$ cat config.mk
export PLATFORM = sky130hd
export DESIGN_NAME = timer_capture_prescaler
export DESIGN_NICKNAME = d
export VERILOG_FILES = /design/src/verilog/timer_capture_pkg.sv /design/src/verilog/edge_sense.sv /design/src/verilog/timer_capture_prescaler.sv
export VERILOG_INCLUDE_DIRS = /design/src /design/src/verilog
export SDC_FILE = /design/constraint.sdc
export NUM_CORES = 1
export LEC_CHECK = 0
export ABC_AREA = 1
export BUFFER_PORTS_ARGS = -buffer_cell sky130_fd_sc_hd__buf_2
export CORE_MARGIN = 3
export CORE_UTILIZATION = 50
export DETAILED_ROUTE_END_ITERATION = 7
export GPL_ROUTABILITY_DRIVEN = 1
export PLACE_DENSITY = 0.76
export SLEW_MARGIN = 20
export SYNTH_ARGS = -nofsm -noshare
export SYNTH_HDL_FRONTEND = slang
export SYNTH_SLANG_ARGS = --single-unit
$ cat constraint.sdc
create_clock -name clk -period 2.5 [get_ports clk]
set_input_delay 0.25 -clock clk [delete_from_list [all_inputs] [get_ports clk]]
set_output_delay 0.25 -clock clk [all_outputs]
set_load 0.02 [all_outputs]
$ cat src/verilog/timer_capture_map.svh
/*
 * Register indices, field positions, reset values and prescale codes
 * for the input-capture timer channels 2 to 5.
 * Assumes APB byte address = 4 * register index.
 */
`ifndef TIMER_CAPTURE_MAP_SVH
`define TIMER_CAPTURE_MAP_SVH

// ****************************************************************
// Register indices
// ****************************************************************
`define IDX_CHAN2_SC      14'h0456
`define IDX_CHAN2_HI      14'h0457
`define IDX_CHAN2_LO      14'h0458
`define IDX_CHAN3_SC      14'h0459
`define IDX_CHAN3_HI      14'h045A
`define IDX_CHAN3_LO      14'h045B
`define IDX_CHAN4_SC      14'h045C
`define IDX_CHAN4_HI      14'h045D
`define IDX_CHAN4_LO      14'h045E
`define IDX_CHAN5_SC      14'h045F
`define IDX_CHAN5_HI      14'h0460
`define IDX_CHAN5_LO      14'h0461
`define CHAN_STRIDE       14'h0003
`define IDX_PRESCALE      14'h0470
`define IDX_IRQ_STATUS    14'h0471
`define IDX_IRQ_MASK      14'h0472

// ****************************************************************
// Status and control fields
// ****************************************************************
`define SC_FLAG           7
`define SC_IRQ_EN         6
`define SC_MODE_B         5
`define SC_MODE_A         4
`define SC_EDGE_B         3
`define SC_EDGE_A         2
`define SC_MASK_WITH_B    8'h7F
`define SC_MASK_NO_B      8'h5F
`define SC_RESET          8'h00

// ****************************************************************
// Prescaler
// ****************************************************************
`define PS_EXT_CLOCK      3'h7
`define PS_RESET          3'h0
`define DIV_ONE           7'h01

`endif

$ cat src/verilog/timer_capture_pkg.sv
/*
 * State types for the input-capture timer block.
 * Assumes nothing beyond a SystemVerilog package scope.
 */
package timer_capture_pkg;

  typedef struct packed {
    logic sync_first;
    logic sync_second;
    logic prev;
  } edge_state_t;

  typedef struct packed {
    logic [5:0]       div;
    logic [2:0]       prescale;
    logic [3:0][7:0]  ctrl;
    logic [3:0][15:0] value;
    logic [3:0]       irq_status;
    logic [3:0]       irq_mask;
    logic [31:0]      rdata;
  } timer_state_t;

endpackage

$ cat src/verilog/edge_sense.sv
/*
 * Two-flop synchroniser with rising and falling edge pulses.
 * Assumes the pin is asynchronous to clk; pulses last one clock.
 */
`timescale 1ns/1ps

module edge_sense
(
  // Clock and reset
  input  wire logic clk,
  input  wire logic sys_rst,
  // Pin and edges
  input  wire logic pin,
  output logic      rise,
  output logic      fall
);

  timer_capture_pkg::edge_state_t st;
  timer_capture_pkg::edge_state_t next_st;

  always_comb
  begin
    next_st.sync_first  = pin;
    next_st.sync_second = st.sync_first;
    next_st.prev        = st.sync_second;
  end

  always_ff @(posedge clk or posedge sys_rst)
  begin
    if (sys_rst)
    begin
      st <= '0;
    end
    else
    begin
      st <= next_st;
    end
  end

  // [RQ17] one pulse per edge
  assign rise = st.sync_second & ~st.prev;
  assign fall = ~st.sync_second & st.prev;

endmodule // edge_sense

$ cat src/verilog/timer_capture_prescaler.sv
/*
 * Input capture for timer channels 2 to 5 plus counter-clock prescaler,
 * with an APB register slave and a maskable interrupt.
 * Assumes the shared 16-bit counter lives outside, advances on count_tick,
 * and that all pins are sampled on clk.
 */
// The implementer's own choice: the APB interface to the registers.
// Notes on behaviour
// [RQ1] Counter tick from seven bus-clock divisions or the external clock pin.
// [RQ2] Each capture value is a high and low byte register.
// [RQ3] Active pin edge copies the counter into the channel value.
// [RQ4] Two edge select bits choose rising, falling or both edges.
// [RQ5] Every qualifying edge captures, flag set or not.
// [RQ6] Capture sets the channel flag for polling or interrupt.
// [RQ7] Flag with channel interrupt enable raises that channel's request.
// [RQ8] Software reads the value before the next capture overwrites it.
// [RQ9] Reset leaves the capture value registers untouched.
// [RQ10] All channels share the one external 16-bit counter value.
// [RQ11] Period: software captures two same-polarity edges, tracks overflows.
// [RQ12] Pulse width: software captures opposite edges and subtracts.
// [RQ13] Delayed output: software adds delay to capture, writes compare.
// [RQ14] Channel 3 control layout with bit 5 reading zero; resets to zero.
// [RQ15] Channel 4 has mode select B at bit 5; channel 5 does not.
// [RQ16] Channel 4 mode select B links channels 4 and 5.
// [RQ17] Pins are synchronised so one transition gives one capture.
`timescale 1ns/1ps
`include "timer_capture_map.svh"

module timer_capture_prescaler
(
  // Clock and reset
  input  wire logic        clk,
  input  wire logic        sys_rst,
  // APB slave
  input  wire logic [15:0] paddr,
  input  wire logic        psel,
  input  wire logic        penable,
  input  wire logic        pwrite,
  input  wire logic [31:0] pwdata,
  output logic      [31:0] prdata,
  output logic             pready,
  output logic             pslverr,
  // Time base
  input  wire logic [15:0] counter_value,
  output logic             count_tick,
  // Channel pins, bit 0 is channel 2
  input  wire logic [3:0]  chan_pin,
  input  wire logic        chan0_pin_ext_clock,
  // Interrupts and mode
  output logic [3:0]       chan_irq,
  output logic             irq,
  output logic             pair45_linked
);

  timer_capture_pkg::timer_state_t st;
  timer_capture_pkg::timer_state_t next_st;

  logic [3:0]  pin_rise;
  logic [3:0]  pin_fall;
  logic [3:0]  capture;
  logic        ext_rise;
  logic        hit;
  logic [13:0] index;
  logic        aligned;

  assign index   = paddr[15:2];
  assign aligned = (paddr[1:0] == 2'b00);

  // ****************************************************************
  // Pin synchronisers and capture qualification
  // ****************************************************************
  edge_sense u_ext_edge
  (
    .clk     (clk),
    .sys_rst (sys_rst),
    .pin     (chan0_pin_ext_clock),
    .rise    (ext_rise),
    .fall    ()
  );

  genvar g;
  generate
    for (g = 0; g < 4; g++)
    begin : g_chan
      logic ic_mode;

      // [RQ17] synchronised edges
      edge_sense u_edge
      (
        .clk     (clk),
        .sys_rst (sys_rst),
        .pin     (chan_pin[g]),
        .rise    (pin_rise[g]),
        .fall    (pin_fall[g])
      );

      if ((g % 2) == 1)
      begin : g_odd
        // [RQ16] linked channel stops capturing
        assign ic_mode = ~st.ctrl[g][`SC_MODE_A] & ~st.ctrl[g-1][`SC_MODE_B];
      end
      else
      begin : g_even
        assign ic_mode = ~st.ctrl[g][`SC_MODE_A] & ~st.ctrl[g][`SC_MODE_B];
      end

      // [RQ4] edge selection
      assign capture[g] = ic_mode &
                          ((st.ctrl[g][`SC_EDGE_A] & pin_rise[g]) |
                           (st.ctrl[g][`SC_EDGE_B] & pin_fall[g]));

      // [RQ7] per-channel request
      assign chan_irq[g] = st.ctrl[g][`SC_FLAG] & st.ctrl[g][`SC_IRQ_EN];
    end
  endgenerate

  // ****************************************************************
  // Next state
  // ****************************************************************
  always_comb
  begin
    logic [31:0] rd;
    logic [5:0]  div_mask;
    logic        wr;
    logic [7:0]  sc_mask;
    logic [13:0] base;
    next_st  = st;
    rd       = 32'h0000_0000;
    hit      = 1'b0;
    wr       = psel & penable & pwrite & aligned;
    div_mask = 6'((`DIV_ONE << st.prescale) - `DIV_ONE);
    sc_mask  = `SC_MASK_WITH_B;
    base     = `IDX_CHAN2_SC;

    // [RQ1] free-running bus-clock divider
    next_st.div = 6'(st.div + 6'h01);

    for (int k = 0; k < 4; k++)
    begin
      base    = 14'(`IDX_CHAN2_SC + 14'(`CHAN_STRIDE * 14'(k)));
      // [RQ14] [RQ15] implemented control bits
      sc_mask = ((k % 2) == 1) ? `SC_MASK_NO_B : `SC_MASK_WITH_B;
      if (index == base)
      begin
        hit = 1'b1;
        rd  = {24'h00_0000, st.ctrl[k]};
        if (wr)
        begin
          next_st.ctrl[k][6:0] = pwdata[6:0] & sc_mask[6:0];
          if (!pwdata[`SC_FLAG])
          begin
            next_st.ctrl[k][`SC_FLAG] = 1'b0;
          end
        end
      end
      // [RQ2] high and low bytes
      if (index == 14'(base + 14'h0001))
      begin
        hit = 1'b1;
        rd  = {24'h00_0000, st.value[k][15:8]};
        if (wr)
        begin
          next_st.value[k][15:8] = pwdata[7:0];
        end
      end
      if (index == 14'(base + 14'h0002))
      begin
        hit = 1'b1;
        rd  = {24'h00_0000, st.value[k][7:0]};
        if (wr)
        begin
          next_st.value[k][7:0] = pwdata[7:0];
        end
      end
    end

    if (index == `IDX_PRESCALE)
    begin
      hit = 1'b1;
      rd  = {29'h0000_0000, st.prescale};
      if (wr)
      begin
        next_st.prescale = pwdata[2:0];
      end
    end
    if (index == `IDX_IRQ_STATUS)
    begin
      hit = 1'b1;
      rd  = {28'h000_0000, st.irq_status};
      if (wr)
      begin
        next_st.irq_status = st.irq_status & ~pwdata[3:0];
      end
    end
    if (index == `IDX_IRQ_MASK)
    begin
      hit = 1'b1;
      rd  = {28'h000_0000, st.irq_mask};
      if (wr)
      begin
        next_st.irq_mask = pwdata[3:0];
      end
    end

    // Captures after writes so a set beats a clear
    for (int k = 0; k < 4; k++)
    begin
      if (capture[k])
      begin
        // [RQ3] [RQ5] [RQ10] latch shared counter
        next_st.value[k] = counter_value;
        // [RQ6] flag and sticky status
        next_st.ctrl[k][`SC_FLAG] = 1'b1;
        next_st.irq_status[k]     = 1'b1;
      end
    end

    // Read data sampled in the setup phase
    if (psel && !penable)
    begin
      next_st.rdata = (hit && aligned) ? rd : 32'h0000_0000;
    end

    count_tick = 1'b0;
    // [RQ1] tick source select
    if (st.prescale == `PS_EXT_CLOCK)
    begin
      count_tick = ext_rise;
    end
    else
    begin
      count_tick = ((st.div & div_mask) == div_mask);
    end
  end

  // ****************************************************************
  // State register
  // ****************************************************************
  always_ff @(posedge clk or posedge sys_rst)
  begin
    if (sys_rst)
    begin
      // [RQ9] capture values keep their contents
      st.div        <= '0;
      st.prescale   <= `PS_RESET;
      st.ctrl       <= {4{`SC_RESET}};
      st.irq_status <= '0;
      st.irq_mask   <= '0;
      st.rdata      <= '0;
    end
    else
    begin
      st <= next_st;
    end
  end

  // ****************************************************************
  // Outputs
  // ****************************************************************
  assign prdata        = st.rdata;
  assign pready        = 1'b1;
  assign pslverr       = psel & penable & ~(hit & aligned);
  assign irq           = |(st.irq_status & st.irq_mask);
  // [RQ16] buffered pair on channel 4 pin
  assign pair45_linked = st.ctrl[2][`SC_MODE_B];
endmodule // timer_capture_prescaler

# After elaboration in Yosys (flattened, before gate mapping)
# Index checks and enable logic that the tools add are counted.
totals:
  word_cells: 233
  register_bits: 158
  input_bits: 74
  out_inout_bits: 41
op_classes:
  n_bitwise: 59
  add_sub_neg: 2
  muxes: 64
  n_reduce_logical: 47
  eq_ne: 21
  shift: 1
ops:
  columns: ["operator", "count"]
  rows:
  - ["two-way mux 32 bit", 14]
  - ["equality test 14 x 11 -> 1 bit (second input constant)", 15]
  - ["two-way mux 8 bit", 19]
  - ["two-way mux 16 bit", 4]
  - ["nonzero test 2 bit", 20]
  - ["AND reduction 3 bit", 12]
  - ["bitwise AND 1 bit", 34]
  - ["two-way mux 1 bit", 25]
  - ["AND reduction 2 bit", 10]
  - ["inverter 1 bit", 17]
  - ["bitwise AND 4 bit", 2]
  - ["two-way mux 4 bit", 2]
  - ["inequality test 2 x 1 -> 1 bit (second input constant)", 4]
  - ["adder 6 x 1 -> 6 bit (second input constant)", 1]
  - ["bitwise AND 6 bit", 1]
  - ["equality test 6 bit", 1]
  - ["left shift 1 x 3 -> 6 bit (first input constant)", 1]
  - ["subtractor 6 x 1 -> 6 bit (second input constant)", 1]
  - ["inverter 4 bit", 1]
  - ["OR 1 bit", 4]
  - ["OR reduction 4 bit", 1]
  - ["equality test 3 bit (second input constant)", 1]
  - ["logical AND 1 bit", 2]
  - ["zero test 2 bit", 1]
  - ["zero test 1 bit", 1]

# Logic depth before layout (Yosys ltp)
logic_depth:
  depth_word: 19
  mapped_depth: 20
  ltp_nobuf: 20

# By module
# Synthesis repeated with hierarchy kept, for this count alone.
hier_totals:
  hier_cells: 825
  area_unflattened_um2: 6998.0
by_module_without_submodules:
  columns: ["module", "cells_per_inst", "area_per_inst_um2", "instances", "seq_area_each_um2"]
  rows:
  - ["timer_capture_prescaler", 785, 6528.8, 1, 3298.2]
  - ["edge_sense", 8, 93.8, 5, 75.1]

# Least setup slack after synthesis
# OpenSTA, ideal clock, no wires.
synth_path:
  kind: "input to register"
  from: "input port sys_rst"
  to: "register st[100] in the netlist's numbering (enable)"
  cell_stages: 3
  setup_ps: 375
  slack_ps: -337
  path_buffers: 0
  required_time_ps: 2125
  arrival_ps: 2462
  path_cell_list: "inv_1 -> nand2_1 -> a21oi_1"
synth_via:
  elab_chain_len: 2
synth_lines:
  columns: ["element", "line_no", "source"]
  rows:
  - ["from (decl)", "timer_capture_prescaler.sv:33", "input wire logic sys_rst,"]
  - ["inverter 1 bit (no line)", null, null]
  - ["AND reduction 3 bit (no line)", null, null]
  - ["to (signal assigned)", "timer_capture_prescaler.sv:253", "st <= next_st;"]
  - ["to (decl)", "timer_capture_prescaler.sv:55", "timer_capture_pkg::timer_state_t st;"]
# No other way between the ends.
# A chain may end at the register's enable or synchronous reset.

# Worst setup path after layout
layout_path:
  from: "input port paddr[12]"
  to: "output port pslverr"
layout_via:
  elab_chain_len: 19
  word_cells_on_any_way: 33
  classes_between: "eq/ne (15); mux (15); bitwise (3)"
layout_lines:
  columns: ["element", "line_no", "source"]
  rows:
  - ["from (decl)", "timer_capture_prescaler.sv:35", "input wire logic [15:0] paddr,"]
  - ["equality test 14 x 11 -> 1 bit", "timer_capture_prescaler.sv:143", "if (index == base)"]
  - ["two-way mux 1 bit", "timer_capture_prescaler.sv:143", null]
  - ["two-way mux 1 bit", "timer_capture_prescaler.sv:157", "if (index == 14'(base + 14'h0001))"]
  - ["two-way mux 1 bit", "timer_capture_prescaler.sv:166", "if (index == 14'(base + 14'h0002))"]
  - ["two-way mux 1 bit", "timer_capture_prescaler.sv:143", null]
  - ["two-way mux 1 bit", "timer_capture_prescaler.sv:157", null]
  - ["two-way mux 1 bit", "timer_capture_prescaler.sv:166", null]
  - ["two-way mux 1 bit", "timer_capture_prescaler.sv:143", null]
  - ["[... 3 more ...]", null, null]
  - ["two-way mux 1 bit", "timer_capture_prescaler.sv:157", null]
  - ["two-way mux 1 bit", "timer_capture_prescaler.sv:166", null]
  - ["two-way mux 1 bit", "timer_capture_prescaler.sv:177", "if (index == `IDX_PRESCALE)"]
  - ["two-way mux 1 bit", "timer_capture_prescaler.sv:186", "if (index == `IDX_IRQ_STATUS)"]
  - ["two-way mux 1 bit (*)", "timer_capture_prescaler.sv:195", "if (index == `IDX_IRQ_MASK)"]
  - ["bitwise AND 1 bit (*)", "timer_capture_prescaler.sv:262", "assign pslverr = psel & penable & ~(hit & aligned);"]
  - ["inverter 1 bit (*)", "timer_capture_prescaler.sv:262", null]
  - ["bitwise AND 1 bit (*)", "timer_capture_prescaler.sv:262", null]
  - ["to (decl)", "timer_capture_prescaler.sv:42", "output logic pslverr,"]
# Mark *: on every way between the ends. The rest lies on a longest branch, timed or not.

==> summary.md <==
| Metric | Value |
|---|---|
| Vias | 6118 |
| Mux share of post-synthesis cell area | 0.158% |
| Worst Hold Path EP | st[104]$_DFFE_PP0P_ |
| Sw power | 1140 uW |
| Final setup viols | 0 |
| Crit path DAT | ~2.0 ns |
| Final Hold Viols | 0 |
| Worst-path clk slew | 0.05 ns |
| H-tree depth | 4 |
| Leading post-synthesis cells by cell area | edfxtp_1 27%, dfrtp_1 25%, nand2_1 13%, o21ai_0 9.0%, inv_1 6.2% |
| Core area | 13900 um2 |
| # port buffers | 65 |
| R2r worst-path depth | 7 |
| TritonCTS clock tree | done |
| Routed WL | approximately 18000 um |
| Fillers | approximately 1200 |
| Tcrit/Tclk final | 90.3% |
| Total GRT Usage | 23.7% |
| WL per Instance | around 16 um |
| Hold_ws | 0.152 ns |
| First-pass GRT wire length | 29100 um |
| Reg-to-reg startpoint | g_chan[2].u_edge.next_st[0]$_DFF_PP0_ |
| Share of layout cells above drive strength 1 | 16.6% |
| Commonest non-fill, non-tap cells in the layout | 241 x nand2_1, 128 x o21ai_0, 116 x inv_1 |
| Reg area | 3670 um2 |
| Worst Setup End Kind | primary output |
| Mean Syn Cell Area | just over 8 um2 |
| Logic pwr share | under 10% |
| Final instance area | between 8000 and 9000 um2 |
| Largest family of logic cells by synthesized area | simple AND/OR/NAND/NOR gates |
| Layout area overhead | 17.1% |
| Syn Std Cell Area | around 7100 um2 |
| DRC violations left | 0 |
| Synth Warn # | 0 |
| F_max | ~0.44 GHz |
| Drt via density | between 5 and 6 |
| R2R Setup Slk | 0.47 ns |
| CP max FO | 8 |
| Ys async rst share | 52.2% |
| Pre-antenna DRT Iters | 7 |
| Die Wd | around 130 um |
| Post-synth EDFFs | 64 |
| Status | completed |
| CP startpoint | paddr[12] |
| Initial antenna violation count | 0 |
| CP Class | in2out |
| Worst Hold Depth | 3 |
| CTS Buf Count | 17 |
| Max transition margin | 62.0% |
| Cells after synthesis | around 870 |
| Wl on met1 | ~7700 um |
| Setup TNS | 0 ns |
| Reg2reg end | st[85]$_DFFE_PP_ |
| Clk_lat worst skew | 0.42 ns |
| Complex-gate fraction of the synthesized area | 11.9% |
| Cell internal pwr | 4070 uW |
| Final net count | 1039 |
| Startpoint types | input port |
| Post-CTS sizing | 0 |
| Total die area | 15700 um2 |
| ANT nets after route | 0 |
| Pleak | around 0.0040 uW |
| #FFs+latches synth | between 100 and 150 |
| Synth unique cells | 41 |
| Vias in the first global route | around 5800 |
| CTS Sinks | 134 |
| Final Slew Violations | 0 |
| Sw Ratio | 21.8% |
| # diodes | 0 |
| Worst Tran Pin Value | 0.568 ns |
| Chip height | 125 um |
| Largest net degree at the start of global routing | 26 |
| # IOs | ~120 |
| Multi-input gate area | roughly 2700 um2 |
| Congestion Overflow GR | 0 |
| Critical path required time | around 2.3 ns |
| Max-cap check violation count | 0 |
| Post-synth top area share | a little over a quarter |
| Sequential Power Share | between 40% and 50% |
| PD cells | 624 nW/um2 |
| Final GP Congestion | 0.942 |
| Met2 wire len | ~9000 um |
| Simple-gate share of the synthesized area | 24.5% |
| Core Rows | 43 |
| Clk buf depth | 2 |
| Synth Area in Adders | less than 1% |
| First DRT Iteration DRCs | between 500 and 600 |
| Initial Utilization | 51.2% |
| Top sig layer | met4 |
| Hold Path Class | in2reg |
| Setup bufs post-CTS | 0 |
| Met3 WL | 1370 um |
| Peak VDD IR | 503 uV |
| Synth Area in XOR/XNOR | less than 1% |
| Leading area contributor after synthesis | edfxtp_1 |
| HP Start | pwdata[0] |
| Max Clock Skew | 0.00814 ns |
| Final HPWL DP | roughly 14000 um |
| Minimum clock period | 2.26 ns |
| Unrepaired setup endpoints after global routing | false |
| Clock power share | 49.4% |
| CTS root buf | clkbuf_16 |
| Top FF cell, synth | dfrtp_1 |
| Commonest non-fill, non-tap cell in the layout | nand2_1 |
| DP Area | 7670 um2 |
| Post-synthesis sequential area ratio | between 50 and 60% |
## worst max-delay path by stage
stage                   endpoint  slack [ns]  cells past startpoint
2_1_floorplan  st[100]$_DFFE_PP_        0.43                      5
3_3_place_gp             pslverr        0.28                     13
3_5_place_dp             pslverr        0.26                     13
4_1_cts                  pslverr        0.25                     13
5_1_grt                  pslverr        0.04                     13
6_report                 pslverr        0.24                     13
## what timing repair did
action | 4_1_cts | 5_1_grt
hold endpoints to repair | 14 | 0
hold buffers | 6 | 0
endpoints found under the setup margin | 0 | 0
## cell families (layout without fill, tap and decap cells)
| kind of cell | after synthesis | in the layout |
|---|---|---|
| AOI/OAI and AO/OA | 162 | 162 |
| xor gates and xnor gates | 4 | 4 |
| adders and majority gates | 1 | 1 |
| buffers and inverters | 177 | 258 |
| DFF | 134 | 134 |
| muxes | 1 | 1 |
| other | 2 | 25 |
| and+or+nand+nor | 392 | 392 |
## synth_stat cells (all sizes together), types with 3 or more instances
| cell type | n |
|---|---|
| nand3b | 5 |
| buf | 35 |
| nand3 | 49 |
| clkbuf | 17 |
| o21ai | 131 |
| dfrtp | 70 |
| a21oi | 19 |
| nand2 | 248 |
| nand4 | 11 |
| edfxtp | 64 |
| nor2 | 65 |
| xor2 | 3 |
| inv | 124 |
| o211ai | 3 |
| nor3 | 10 |
## registers in the layout (all words and copies together), names as in the netlist
| name | count |
|---|---|
| st | 110 |
| g_chan.u_edge.next_st | 8 |
| pair45_linked | 1 |
| u_ext_edge.st | 1 |
| prdata | 8 |
| g_chan.u_edge.st | 4 |
| u_ext_edge.next_st | 2 |
## layer usage
metal  vias up  global-route usage [%]
met2       301                    39.2
met3        43                    4.53
met5         -                       0
met4         0                    10.1
li1       2971                       -
met1      2803                    30.7
## final cells by class
type | count | area share, %
sequential | 134 | 44.0
inverter | 125 | 5.66
multi-input combinational | 585 | 32.9
tap | 180 | 2.70
timing repair buffer | 101 | 7.31
clock inverter | 11 | 1.78
clock buffer | 21 | 5.65
## metrics by stage
step / power (uW) / instances / utilization, % / setup slack (ns)
final: 5210 / 1157 / 59.9 / 0.243
after global routing: 5350 / 1157 / 59.9 / 0.0431
after CTS: 5230 / 1157 / 59.9 / 0.248
after detailed placement: 2670 / 1119 / 55.0 / 0.261
after global placement: 2660 / 1119 / 55.0 / 0.276
after floorplan: 2580 / 896 / - / 0.425
## power groups by stage
stage / registers, uW / clock network, uW / logic, uW
detailed placement: 2390 / 0 / 279
floorplan: 2390 / 0 / 190
global placement: 2390 / 0 / 272
CTS: 2350 / 2600 / 287
global route: 2350 / 2690 / 317
finish: 2350 / 2570 / 289
## critical path, cell delays in order
cell and delay [ns]:
buf_2 0.10, inv_1 0.05, nor2_2 0.05, nand3_4 0.17
nor2_1 0.11, nand2_1 0.25, nand2_1 0.20, nor3_1 0.27
nand4_1 0.16, nand2_1 0.12, inv_2 0.05, nor2_1 0.07
buf_2 0.16
Note: power is estimated with default switching activity, not from simulation.
